**src/rtl/ups_pkg.sv**
```systemverilog
// Purpose: Shared constants for the USB port protection sequencer.
// Assumes: 50 MHz time-base clock, APB register access.
// Notes: Times are kept in their own units; cycle counts derive from them.
`default_nettype none
package ups_pkg;
  // ---------------------------------------------------------------
  // Clock and times
  // ---------------------------------------------------------------
  localparam int unsigned CLK_HZ = 50_000_000;
  localparam int unsigned CLK_PER_US = CLK_HZ / 1_000_000;
  localparam int unsigned CLK_PER_MS = CLK_HZ / 1_000;
  localparam int unsigned T_DSW_ON_US = 800;
  localparam int unsigned T_DOVP_PG_US = 100;
  localparam int unsigned T_DOVP_SW_US = 5;
  localparam int unsigned T_RST_SHORT_MS = 400;
  localparam int unsigned T_RST_LONG_S = 2;
  localparam int unsigned T_SAFE0V_MS = 675;
  localparam int unsigned DOVP_SW_CYC = T_DOVP_SW_US * CLK_PER_US;
  localparam int unsigned DSW_ON_CYC = T_DSW_ON_US * CLK_PER_US;
  localparam int unsigned DOVP_PG_CYC = T_DOVP_PG_US * CLK_PER_US;
  localparam int unsigned RST_SHORT_CYC = T_RST_SHORT_MS * CLK_PER_MS;
  localparam int unsigned RST_LONG_CYC = T_RST_LONG_S * CLK_HZ;
  localparam int unsigned SAFE0V_CYC = T_SAFE0V_MS * CLK_PER_MS;

  // ---------------------------------------------------------------
  // Registers
  // ---------------------------------------------------------------
  localparam logic [11:0] CTRL_OFS = 12'h000;
  localparam logic [11:0] STAT_OFS = 12'h004;
  localparam int unsigned CTRL_EN_BIT = 0;
  localparam int unsigned CTRL_MODE_LSB = 1;
  localparam logic CTRL_EN_RST = 1'b0;

  typedef enum logic [1:0] {
    MODE_SDP = 2'b00,
    MODE_CDP = 2'b01,
    MODE_DCP = 2'b10
  } ups_mode_e;
  localparam logic [1:0] MODE_RST = 2'h2;

  typedef enum logic [2:0] {
    P_OFF = 3'b000,
    P_SS = 3'b001,
    P_RUN = 3'b010,
    P_RST = 3'b011,
    P_OTP = 3'b100
  } ups_pwr_e;

  typedef enum logic [1:0] {
    C_UNATT = 2'b00,
    C_ATT = 2'b01,
    C_DET = 2'b10,
    C_OVP = 2'b11
  } ups_cc_e;

  // Synchronised input vector positions
  localparam int unsigned NIN = 14;
  localparam int unsigned I_OTP = 0;
  localparam int unsigned I_DP = 1;
  localparam int unsigned I_DN = 2;
  localparam int unsigned I_CC1OV = 3;
  localparam int unsigned I_CC2OV = 4;
  localparam int unsigned I_CC1RD = 5;
  localparam int unsigned I_CC2RD = 6;
  localparam int unsigned I_SAFE0V = 7;
  localparam int unsigned I_FBLOW = 8;
  localparam int unsigned I_OVP = 9;
  localparam int unsigned I_UVP = 10;
  localparam int unsigned I_POR = 11;
  localparam int unsigned I_SSDONE = 12;
  localparam int unsigned I_TMO = 13;
endpackage : ups_pkg
`default_nettype wire

```
**src/rtl/ups_sequencer.sv**
```systemverilog
// Purpose: Port protection and power sequencing for a Type-C charging port.
// Assumes: Comparator flags are asynchronous; APB master follows APB4.
// Notes: Long counts are top-level parameters so simulation can shorten them.
//
// Function
// - Over-temperature stops all converter switching
// - Over-temperature release restarts through full soft-start
// - Charging mode change starts VBUS reset
// - Reset: converter off, discharge VBUS, re-enable
// - Timeout during reset repeats the reset
// - Reset 400ms from DCP down, else 2s
// - Protection release or low feedback starts reset
// - Data switch closed in CDP or SDP
// - Data switch closes 800us after supply POR
// - Data switch opens when supply falls below POR
// - Data line overvoltage: power-good low, switch open
// - Recovery after clear: same delays released
// - Power-good rise after data overvoltage: 400ms reset
// - Source only; watch CC for Rd, drive gate
// - Rd attach turns blocking gate on within 150ms
// - Detach: open CC, await vSafe0V, pull-up again
// - Force CC pull-up after 675ms wait
// - CC overvoltage: power-good low, gate off
// - CC overvoltage discharges VBUS within 35ms
// - CC overvoltage clear: power-good high, await attach
// - Any protection holds power-good low
`default_nettype none

// -----------------------------------------------------------------
// Asymmetric persistence filter
// -----------------------------------------------------------------
module ups_delay #(
  parameter int unsigned RISE = 1,
  parameter int unsigned FALL = 1
) (
  // Clock and reset
  input wire logic pclk,
  input wire logic presetn,
  // Level in and filtered level out
  input wire logic d,
  output logic q
);
  logic [31:0] cnt_reg;
  wire [31:0] lim = d ? 32'(RISE) : 32'(FALL);
  wire hit = (cnt_reg >= lim - 32'h1);

  // Count restarts whenever the input returns to the output level
  always_ff @(posedge pclk or negedge presetn) begin
    if (!presetn) begin
      cnt_reg <= 32'h0;
      q <= 1'b0;
    end else if (d == q) begin
      cnt_reg <= 32'h0;
    end else if (hit) begin
      cnt_reg <= 32'h0;
      q <= d;
    end else begin
      cnt_reg <= cnt_reg + 32'h1;
    end
  end
endmodule : ups_delay

// -----------------------------------------------------------------
// Top
// -----------------------------------------------------------------
module ups_sequencer
  import ups_pkg::*;
#(
  parameter int unsigned DSW_ON_CYCLES = DSW_ON_CYC,
  parameter int unsigned DOVP_PG_CYCLES = DOVP_PG_CYC,
  parameter int unsigned RST_SHORT_CYCLES = RST_SHORT_CYC,
  parameter int unsigned RST_LONG_CYCLES = RST_LONG_CYC,
  parameter int unsigned SAFE0V_CYCLES = SAFE0V_CYC
) (
  // Clock and reset
  input wire logic pclk,
  input wire logic presetn,
  // APB slave
  input wire logic psel,
  input wire logic penable,
  input wire logic pwrite,
  input wire logic [11:0] paddr,
  input wire logic [31:0] pwdata,
  input wire logic [3:0] pstrb,
  output logic [31:0] prdata,
  output logic pready,
  output logic pslverr,
  // Comparator flags
  input wire logic over_temp,
  input wire logic host_data_pos_ovp,
  input wire logic host_data_neg_ovp,
  input wire logic cc1_ovp,
  input wire logic cc2_ovp,
  input wire logic cc1_rd_seen,
  input wire logic cc2_rd_seen,
  input wire logic vbus_safe0v,
  input wire logic feedback_node_low,
  input wire logic overvoltage_trip,
  input wire logic undervoltage_trip,
  input wire logic vcc_por_ok,
  input wire logic soft_start_done,
  input wire logic reset_timeout,
  // Controls
  output logic converter_enable,
  output logic soft_start_pulldown,
  output logic vbus_discharge,
  output logic data_switch_on,
  output logic power_good_out,
  output logic blocking_gate_on,
  output logic cc1_pullup_on,
  output logic cc2_pullup_on
);
  // ---------------------------------------------------------------
  // Input synchronisers
  // ---------------------------------------------------------------
  logic [NIN-1:0] s1_reg;
  logic [NIN-1:0] s2_reg;
  wire [NIN-1:0] raw = {reset_timeout, soft_start_done, vcc_por_ok, undervoltage_trip,
                        overvoltage_trip, feedback_node_low, vbus_safe0v, cc2_rd_seen,
                        cc1_rd_seen, cc2_ovp, cc1_ovp, host_data_neg_ovp,
                        host_data_pos_ovp, over_temp};

  always_ff @(posedge pclk or negedge presetn) begin
    if (!presetn) begin
      s1_reg <= '0;
      s2_reg <= '0;
    end else begin
      s1_reg <= raw;
      s2_reg <= s1_reg;
    end
  end

  wire otp_s = s2_reg[I_OTP];
  wire dovp_s = s2_reg[I_DP] | s2_reg[I_DN];
  wire ccovp_s = s2_reg[I_CC1OV] | s2_reg[I_CC2OV];
  wire rd1_s = s2_reg[I_CC1RD];
  wire rd2_s = s2_reg[I_CC2RD];
  wire safe0v_s = s2_reg[I_SAFE0V];
  wire fblow_s = s2_reg[I_FBLOW];
  wire ovuv_s = s2_reg[I_OVP] | s2_reg[I_UVP];
  wire por_s = s2_reg[I_POR];
  wire ssdone_s = s2_reg[I_SSDONE];
  wire tmo_s = s2_reg[I_TMO];

  // ---------------------------------------------------------------
  // APB registers
  // ---------------------------------------------------------------
  logic en_reg;
  logic [1:0] mode_reg;
  logic [1:0] mode_prev_reg;
  ups_pwr_e pst_reg;
  ups_cc_e cst_reg;
  logic act_cc2_reg;

  wire sel_ctrl = (paddr == CTRL_OFS);
  wire sel_stat = (paddr == STAT_OFS);
  wire acc = psel & penable;
  wire wr_ctrl = acc & pwrite & sel_ctrl & pstrb[0];
  wire [1:0] wmode = pwdata[CTRL_MODE_LSB +: 2];
  // Code 3 is not a mode; such a write keeps the previous one
  wire wmode_ok = (wmode != 2'h3);

  assign pready = 1'b1;
  assign pslverr = acc & ~(sel_ctrl | (sel_stat & ~pwrite));
  assign prdata = sel_ctrl ? {29'h0, mode_reg, en_reg} :
                  sel_stat ? {20'h0, act_cc2_reg, cst_reg, pst_reg, cc2_pullup_on,
                              cc1_pullup_on, blocking_gate_on, data_switch_on,
                              power_good_out, converter_enable} : 32'h0;

  always_ff @(posedge pclk or negedge presetn) begin
    if (!presetn) begin
      en_reg <= CTRL_EN_RST;
      mode_reg <= MODE_RST;
      mode_prev_reg <= MODE_RST;
    end else begin
      mode_prev_reg <= mode_reg;
      if (wr_ctrl) begin
        en_reg <= pwdata[CTRL_EN_BIT];
        if (wmode_ok) begin
          mode_reg <= wmode;
        end
      end
    end
  end

  wire mode_chg = (mode_reg != mode_prev_reg);
  wire mode_dcp_down = (mode_prev_reg == MODE_DCP) & (mode_reg != MODE_DCP);

  // ---------------------------------------------------------------
  // Delay filters
  // ---------------------------------------------------------------
  logic por_dly;
  logic dovp_sw;
  logic dovp_pg;

  ups_delay #(.RISE(DSW_ON_CYCLES), .FALL(1)) u_por (
    .pclk(pclk), .presetn(presetn), .d(por_s), .q(por_dly));
  ups_delay #(.RISE(DOVP_SW_CYC), .FALL(DOVP_SW_CYC)) u_dsw (
    .pclk(pclk), .presetn(presetn), .d(dovp_s), .q(dovp_sw));
  ups_delay #(.RISE(DOVP_PG_CYCLES), .FALL(DOVP_PG_CYCLES)) u_dpg (
    .pclk(pclk), .presetn(presetn), .d(dovp_s), .q(dovp_pg));

  // ---------------------------------------------------------------
  // Power sequencing
  // ---------------------------------------------------------------
  logic [31:0] rst_cnt_reg;
  logic [31:0] rst_len_reg;
  logic ovuv_prev_reg;
  logic dovp_seen_reg;
  logic pg_reg;

  wire pg_next = (pst_reg == P_RUN) & ~dovp_pg & ~ccovp_s & ~ovuv_s & ~fblow_s & ~otp_s;
  wire pg_rise_dovp = pg_next & ~pg_reg & dovp_seen_reg;
  wire ovuv_rel = ovuv_prev_reg & ~ovuv_s;
  wire run_like = (pst_reg == P_SS) | (pst_reg == P_RUN) | (pst_reg == P_RST);
  wire rst_req = run_like & (mode_chg | ovuv_rel | pg_rise_dovp |
                 (fblow_s & (pst_reg == P_RUN)));
  wire rst_short = pg_rise_dovp | (mode_chg & mode_dcp_down);
  wire rst_done = (rst_cnt_reg >= rst_len_reg - 32'h1);

  always_ff @(posedge pclk or negedge presetn) begin
    if (!presetn) begin
      pst_reg <= P_OFF;
      rst_cnt_reg <= 32'h0;
      rst_len_reg <= 32'(RST_LONG_CYCLES);
      ovuv_prev_reg <= 1'b0;
      dovp_seen_reg <= 1'b0;
      pg_reg <= 1'b0;
    end else begin
      ovuv_prev_reg <= ovuv_s;
      pg_reg <= pg_next;
      if (dovp_pg) begin
        dovp_seen_reg <= 1'b1;
      end else if (pg_rise_dovp) begin
        dovp_seen_reg <= 1'b0;
      end
      if (!en_reg) begin
        pst_reg <= P_OFF;
      end else if (otp_s) begin
        pst_reg <= P_OTP;
      end else if (rst_req) begin
        pst_reg <= P_RST;
        rst_cnt_reg <= 32'h0;
        rst_len_reg <= rst_short ? 32'(RST_SHORT_CYCLES) : 32'(RST_LONG_CYCLES);
      end else begin
        unique case (pst_reg)
          P_OFF: begin
            if (por_s) begin
              pst_reg <= P_SS;
            end
          end
          P_SS: begin
            if (ssdone_s) begin
              pst_reg <= P_RUN;
            end
          end
          P_RUN: begin
          end
          P_RST: begin
            if (tmo_s) begin
              rst_cnt_reg <= 32'h0;
            end else if (rst_done) begin
              pst_reg <= P_SS;
            end else begin
              rst_cnt_reg <= rst_cnt_reg + 32'h1;
            end
          end
          P_OTP: begin
            // Release goes through a full reset, then soft-start
            pst_reg <= P_RST;
            rst_cnt_reg <= 32'h0;
            rst_len_reg <= 32'(RST_LONG_CYCLES);
          end
          default: pst_reg <= P_OFF;
        endcase
      end
    end
  end

  // ---------------------------------------------------------------
  // Type-C source attach and detach
  // ---------------------------------------------------------------
  logic [31:0] det_cnt_reg;
  wire rd_act = act_cc2_reg ? rd2_s : rd1_s;
  wire det_timeout = (det_cnt_reg >= 32'(SAFE0V_CYCLES) - 32'h1);

  always_ff @(posedge pclk or negedge presetn) begin
    if (!presetn) begin
      cst_reg <= C_UNATT;
      act_cc2_reg <= 1'b0;
      det_cnt_reg <= 32'h0;
    end else if (ccovp_s) begin
      cst_reg <= C_OVP;
    end else begin
      unique case (cst_reg)
        C_UNATT: begin
          if (rd1_s | rd2_s) begin
            cst_reg <= C_ATT;
            act_cc2_reg <= rd2_s & ~rd1_s;
          end
        end
        C_ATT: begin
          if (!rd_act) begin
            cst_reg <= C_DET;
            det_cnt_reg <= 32'h0;
          end
        end
        C_DET: begin
          if (safe0v_s || det_timeout) begin
            cst_reg <= C_UNATT;
          end else begin
            det_cnt_reg <= det_cnt_reg + 32'h1;
          end
        end
        C_OVP: cst_reg <= C_UNATT;
      endcase
    end
  end

  // ---------------------------------------------------------------
  // Registered outputs
  // ---------------------------------------------------------------
  wire conv_next = ((pst_reg == P_SS) | (pst_reg == P_RUN)) & ~otp_s;
  wire dsw_next = por_dly & (mode_reg != MODE_DCP) & ~dovp_sw;
  wire dis_next = (pst_reg == P_RST) | (cst_reg == C_DET) | (cst_reg == C_OVP);
  wire gate_next = (cst_reg == C_ATT) & ~ccovp_s;
  wire det_open = (cst_reg == C_DET);

  always_ff @(posedge pclk or negedge presetn) begin
    if (!presetn) begin
      converter_enable <= 1'b0;
      soft_start_pulldown <= 1'b0;
      vbus_discharge <= 1'b0;
      data_switch_on <= 1'b0;
      power_good_out <= 1'b0;
      blocking_gate_on <= 1'b0;
      cc1_pullup_on <= 1'b1;
      cc2_pullup_on <= 1'b1;
    end else begin
      converter_enable <= conv_next;
      soft_start_pulldown <= (pst_reg == P_RST);
      vbus_discharge <= dis_next;
      data_switch_on <= dsw_next;
      power_good_out <= pg_next;
      blocking_gate_on <= gate_next;
      cc1_pullup_on <= ~(det_open & ~act_cc2_reg);
      cc2_pullup_on <= ~(det_open & act_cc2_reg);
    end
  end
endmodule : ups_sequencer
`default_nettype wire

```
**config.mk**
```make
export PLATFORM = sky130hd
export DESIGN_NAME = ups_sequencer
export DESIGN_NICKNAME = d
export VERILOG_FILES = /design/src/rtl/ups_pkg.sv /design/src/rtl/ups_sequencer.sv
export SDC_FILE = /design/constraint.sdc
export NUM_CORES = 1
export LEC_CHECK = 0
export ABC_AREA = 1
export ABC_CLOCK_PERIOD_IN_PS = 2700
export BUFFER_PORTS_ARGS = -buffer_cell sky130_fd_sc_hd__buf_2
export CORE_MARGIN = 4
export CORE_UTILIZATION = 40
export DETAILED_ROUTE_END_ITERATION = 10
export GPL_ROUTABILITY_DRIVEN = 0
export SYNTH_ARGS = -nofsm -noshare
export SYNTH_HDL_FRONTEND = slang
export SYNTH_SLANG_ARGS = --single-unit
```
**constraint.sdc**
```tcl
create_clock -name pclk -period 2.7 [get_ports pclk]
set_input_delay 0.54 -clock pclk [delete_from_list [all_inputs] [get_ports pclk]]
set_output_delay 0.54 -clock pclk [all_outputs]
set_load 0.02 [all_outputs]
```
==> impl_summary.log <==
INFO  metric syn-mean-instance-area = 8.23 um2
INFO  metric max_stage_delay = 0.25 ns
INFO  metric grt_max_degree = 74
INFO  metric end_kind = primary output
INFO  metric post-synth-top-count-cell = sky130_fd_sc_hd__nand2_1
INFO  metric synth.yosys.seq_area_share = 50.0%
INFO  metric clock_tree.htree_level_count = 1
INFO  metric slew_viol_final = 0
INFO  metric rsz0062_at_grt = no
INFO  metric hold_viol = 0
INFO  metric cts_post_setup_buffers_inserted = 0
INFO  metric multi_input_area = 4820 um2
INFO  metric path_cells = buf_2 -> nor4_1 -> and2_1 -> nand3_1 -> buf_4 -> nor2_1 -> buf_2
INFO  metric worstSetupStartpointType = input port
INFO  metric final_util = 47.3%
INFO  metric syn-cell-area = 10700 um2
INFO  metric cts-root-to-sink-buffers = 3
INFO  metric area_growth_syn_to_layout = 15.7%
INFO  metric netlist.top_cell.by_area = sky130_fd_sc_hd__dfrtp_1
INFO  metric placementRows = 59
INFO  metric clock-skew-final = 0.0153 ns
INFO  metric final_period_demand_of_the_worst_path = 2.36 ns
INFO  metric power.static_leakage = 5.97 nW
INFO  metric synthesis.instances = 1302
INFO  metric synthArstFlopShare = 100%
INFO  metric dr.first_iter.drc_count = 407
INFO  metric totalNegativeSetupSlack = 0 ns
INFO  metric synth_enable_flop_cells = 0
INFO  metric fraction_of_final_layout_cells_with_drive_strength_greater_than_1 = 11.9%
INFO  metric antenna_cells_inserted = 0
INFO  metric avgRoutedWirePerCell = 12.6 um
INFO  metric number_of_antenna_violations_at_the_first_check_in_global_routing = 1
INFO  metric synth.top_cells.by_area = sky130_fd_sc_hd__dfrtp_1, sky130_fd_sc_hd__nand2_1, sky130_fd_sc_hd__nor2_1
INFO  metric post-route-drc-count = 0
INFO  metric die_w = 172 um
INFO  metric totalWireLength = 22600 um
INFO  metric first_global_vias = 8047
INFO  metric cts.repair.resized = 0
INFO  metric ys.warnings.count = 0
INFO  metric worstSetupPathType = in2out
INFO  metric finalCritPeriodShare = 87.4%
INFO  metric placement.io_buffers = 55
INFO  metric cts.root.buffer_cell = sky130_fd_sc_hd__clkbuf_16
INFO  metric synth_top_flop_cell = sky130_fd_sc_hd__dfrtp_1
INFO  metric critical-path-top-cell-by-count = sky130_fd_sc_hd__buf_2
INFO  metric cts_inserted_buffers = 24
INFO  metric drtPass1Iterations = 5
INFO  metric floorplan.initialDensity = 40.9%
INFO  metric insertion_delay = 0.53 ns
INFO  metric fill_cells = 2555
INFO  metric regArea = 5360 um2
INFO  metric ant_nets = 0
INFO  metric outcome = complete, no violations
INFO  metric grt_first_pass_wirelength = 38700 um
INFO  metric routed_via_density = 4.67
INFO  metric clock_sink_count = 214
INFO  metric die_area = 29500 um2
INFO  metric dr_total_vias = 8333
INFO  metric worst_ep_required_time = 2.16 ns
INFO  metric synthTopCellsByCount = sky130_fd_sc_hd__nand2_1, sky130_fd_sc_hd__nor2_1, sky130_fd_sc_hd__dfrtp_1
INFO  metric number_of_nets_at_the_end_of_the_flow = 1523
INFO  metric vdd.ir_drop.worst = 535 uV
INFO  metric synth_top_area_share = 48.8%
INFO  metric core-area = 26200 um2
INFO  metric timing_worst_slew_pin_value = 0.596 ns
INFO  metric number_of_i_o_pins = 109
INFO  metric upper_clock_frequency_limit = 424 MHz
INFO  metric drv_cap = 0
INFO  metric netlist-cell-type-count = 46
INFO  metric hold_crit_class = in2reg
INFO  metric critical_path_arrival = 1.82 ns
INFO  metric place.detailed.hpwl = 16100 um
INFO  metric clk_pin_slew = 0.06 ns
INFO  metric crit_path_max_fanout = 7
INFO  metric relative_slew_margins = 60.3%
INFO  metric globalRoute.totalOverflow = 0
INFO  metric setup_viol = 0
INFO  metric cp_slowest_cell = sky130_fd_sc_hd__nor4_1
INFO  metric power.density_cell_area = 597 nW/um2
INFO  metric synth_seq_cells = 214
INFO  metric grt_util_all_layers = 15.8%
INFO  metric cts_tree = built
INFO  metric floorplan.die.height = 172 um
layout by cell type, fill, tap and decap left out, types with 8 or more instances in the layout:
cell type,count
sky130_fd_sc_hd__a21oi_1,16
sky130_fd_sc_hd__buf_2,54
sky130_fd_sc_hd__buf_4,18
sky130_fd_sc_hd__clkbuf_16,24
sky130_fd_sc_hd__conb_1,79
sky130_fd_sc_hd__dfrtp_1,209
sky130_fd_sc_hd__ha_1,25
sky130_fd_sc_hd__inv_1,119
sky130_fd_sc_hd__nand2_1,318
sky130_fd_sc_hd__nand2_2,8
sky130_fd_sc_hd__nand3_1,118
sky130_fd_sc_hd__nand4_1,30
sky130_fd_sc_hd__nor2_1,222
sky130_fd_sc_hd__nor2_4,11
sky130_fd_sc_hd__nor3_1,25
sky130_fd_sc_hd__nor4_1,16
sky130_fd_sc_hd__o21ai_0,17
sky130_fd_sc_hd__or2_2,9
sky130_fd_sc_hd__xnor2_1,19
sky130_fd_sc_hd__xor2_1,30
worst max-delay path: cells and delay by family:
kind | cells | cell delay [ns]
buffers and inverters | 3 | 0.52
and+or+nand+nor | 4 | 0.76
cell families (layout without fill, tap and decap cells):
family	after synthesis	count (layout)	share of synthesized area, %
fa+ha+maj	25	25	2.92
buf+inv	178	248	7.76
compound gates	51	51	2.86
xor+xnor	49	49	4.00
other cells	2	79	0.0700
simple gates	783	783	32.4
flops	214	214	50.0
path summary, 6_finish.rpt:
check | cells past startpoint | endpoint | start | slack (ns)
worst max-delay path | 7 | prdata[7] | paddr[5] | 0.34
min in group asynchronous | 2 | det_cnt_reg[18] | presetn | 0.57
worst min register to register | 0 | s2_reg[6] | s1_reg[6] | 0.35
max in group asynchronous | 3 | u_dpg.cnt_reg[9] | presetn | 1.37
worst min-delay path | 1 | s1_reg[13] | reset_timeout | 0.11
worst max register to register | 13 | rst_cnt_reg[29] | rst_len_reg[23] | 0.46
report_power, final:
group | internal, mW | switching, mW
Clock | 1.98 | 1.36
Sequential | 3.32 | 0.0677
Combinational | 0.171 | 0.501
Total | 5.47 | 1.93
metrics by stage:
step / area, um2 / power [mW] / worst slack, ns / hold slack (ns) / instances
final: 12400 / 7.40 / 0.341 / 0.110 / 1784
after global routing: 12400 / 7.74 / 0.154 / 0.0865 / 1784
after CTS: 12400 / 7.52 / 0.364 / 0.0759 / 1784
after detailed placement: 11600 / 4.12 / 0.370 / 0.336 / 1739
after global placement: 11600 / 4.10 / 0.394 / 0.333 / 1739
after floorplan: 11000 / 3.89 / 0.565 / 0.244 / 1379
routing by layer:
metal	routed length (um)	global-route usage, %
met5	13	0
met3	1050	2.78
met4	594	4.41
met2	10200	25.6
met1	10700	22.1
layout make-up:
type / count / share of cell area, %
Sequential cell: 214 / 43.2
Timing Repair Buffer: 77 / 3.95
Tap cell: 335 / 3.38
Clock inverter: 13 / 1.29
Inverter: 127 / 3.84
Multi-Input combinational cell: 987 / 38.8
Clock buffer: 31 / 5.46
what timing repair did:
item,CTS,global route
endpoints found under the setup margin,0,0
hold buffers,1,0
endpoints found under the hold margin,18,0
(Power assumes the default switching activity.)
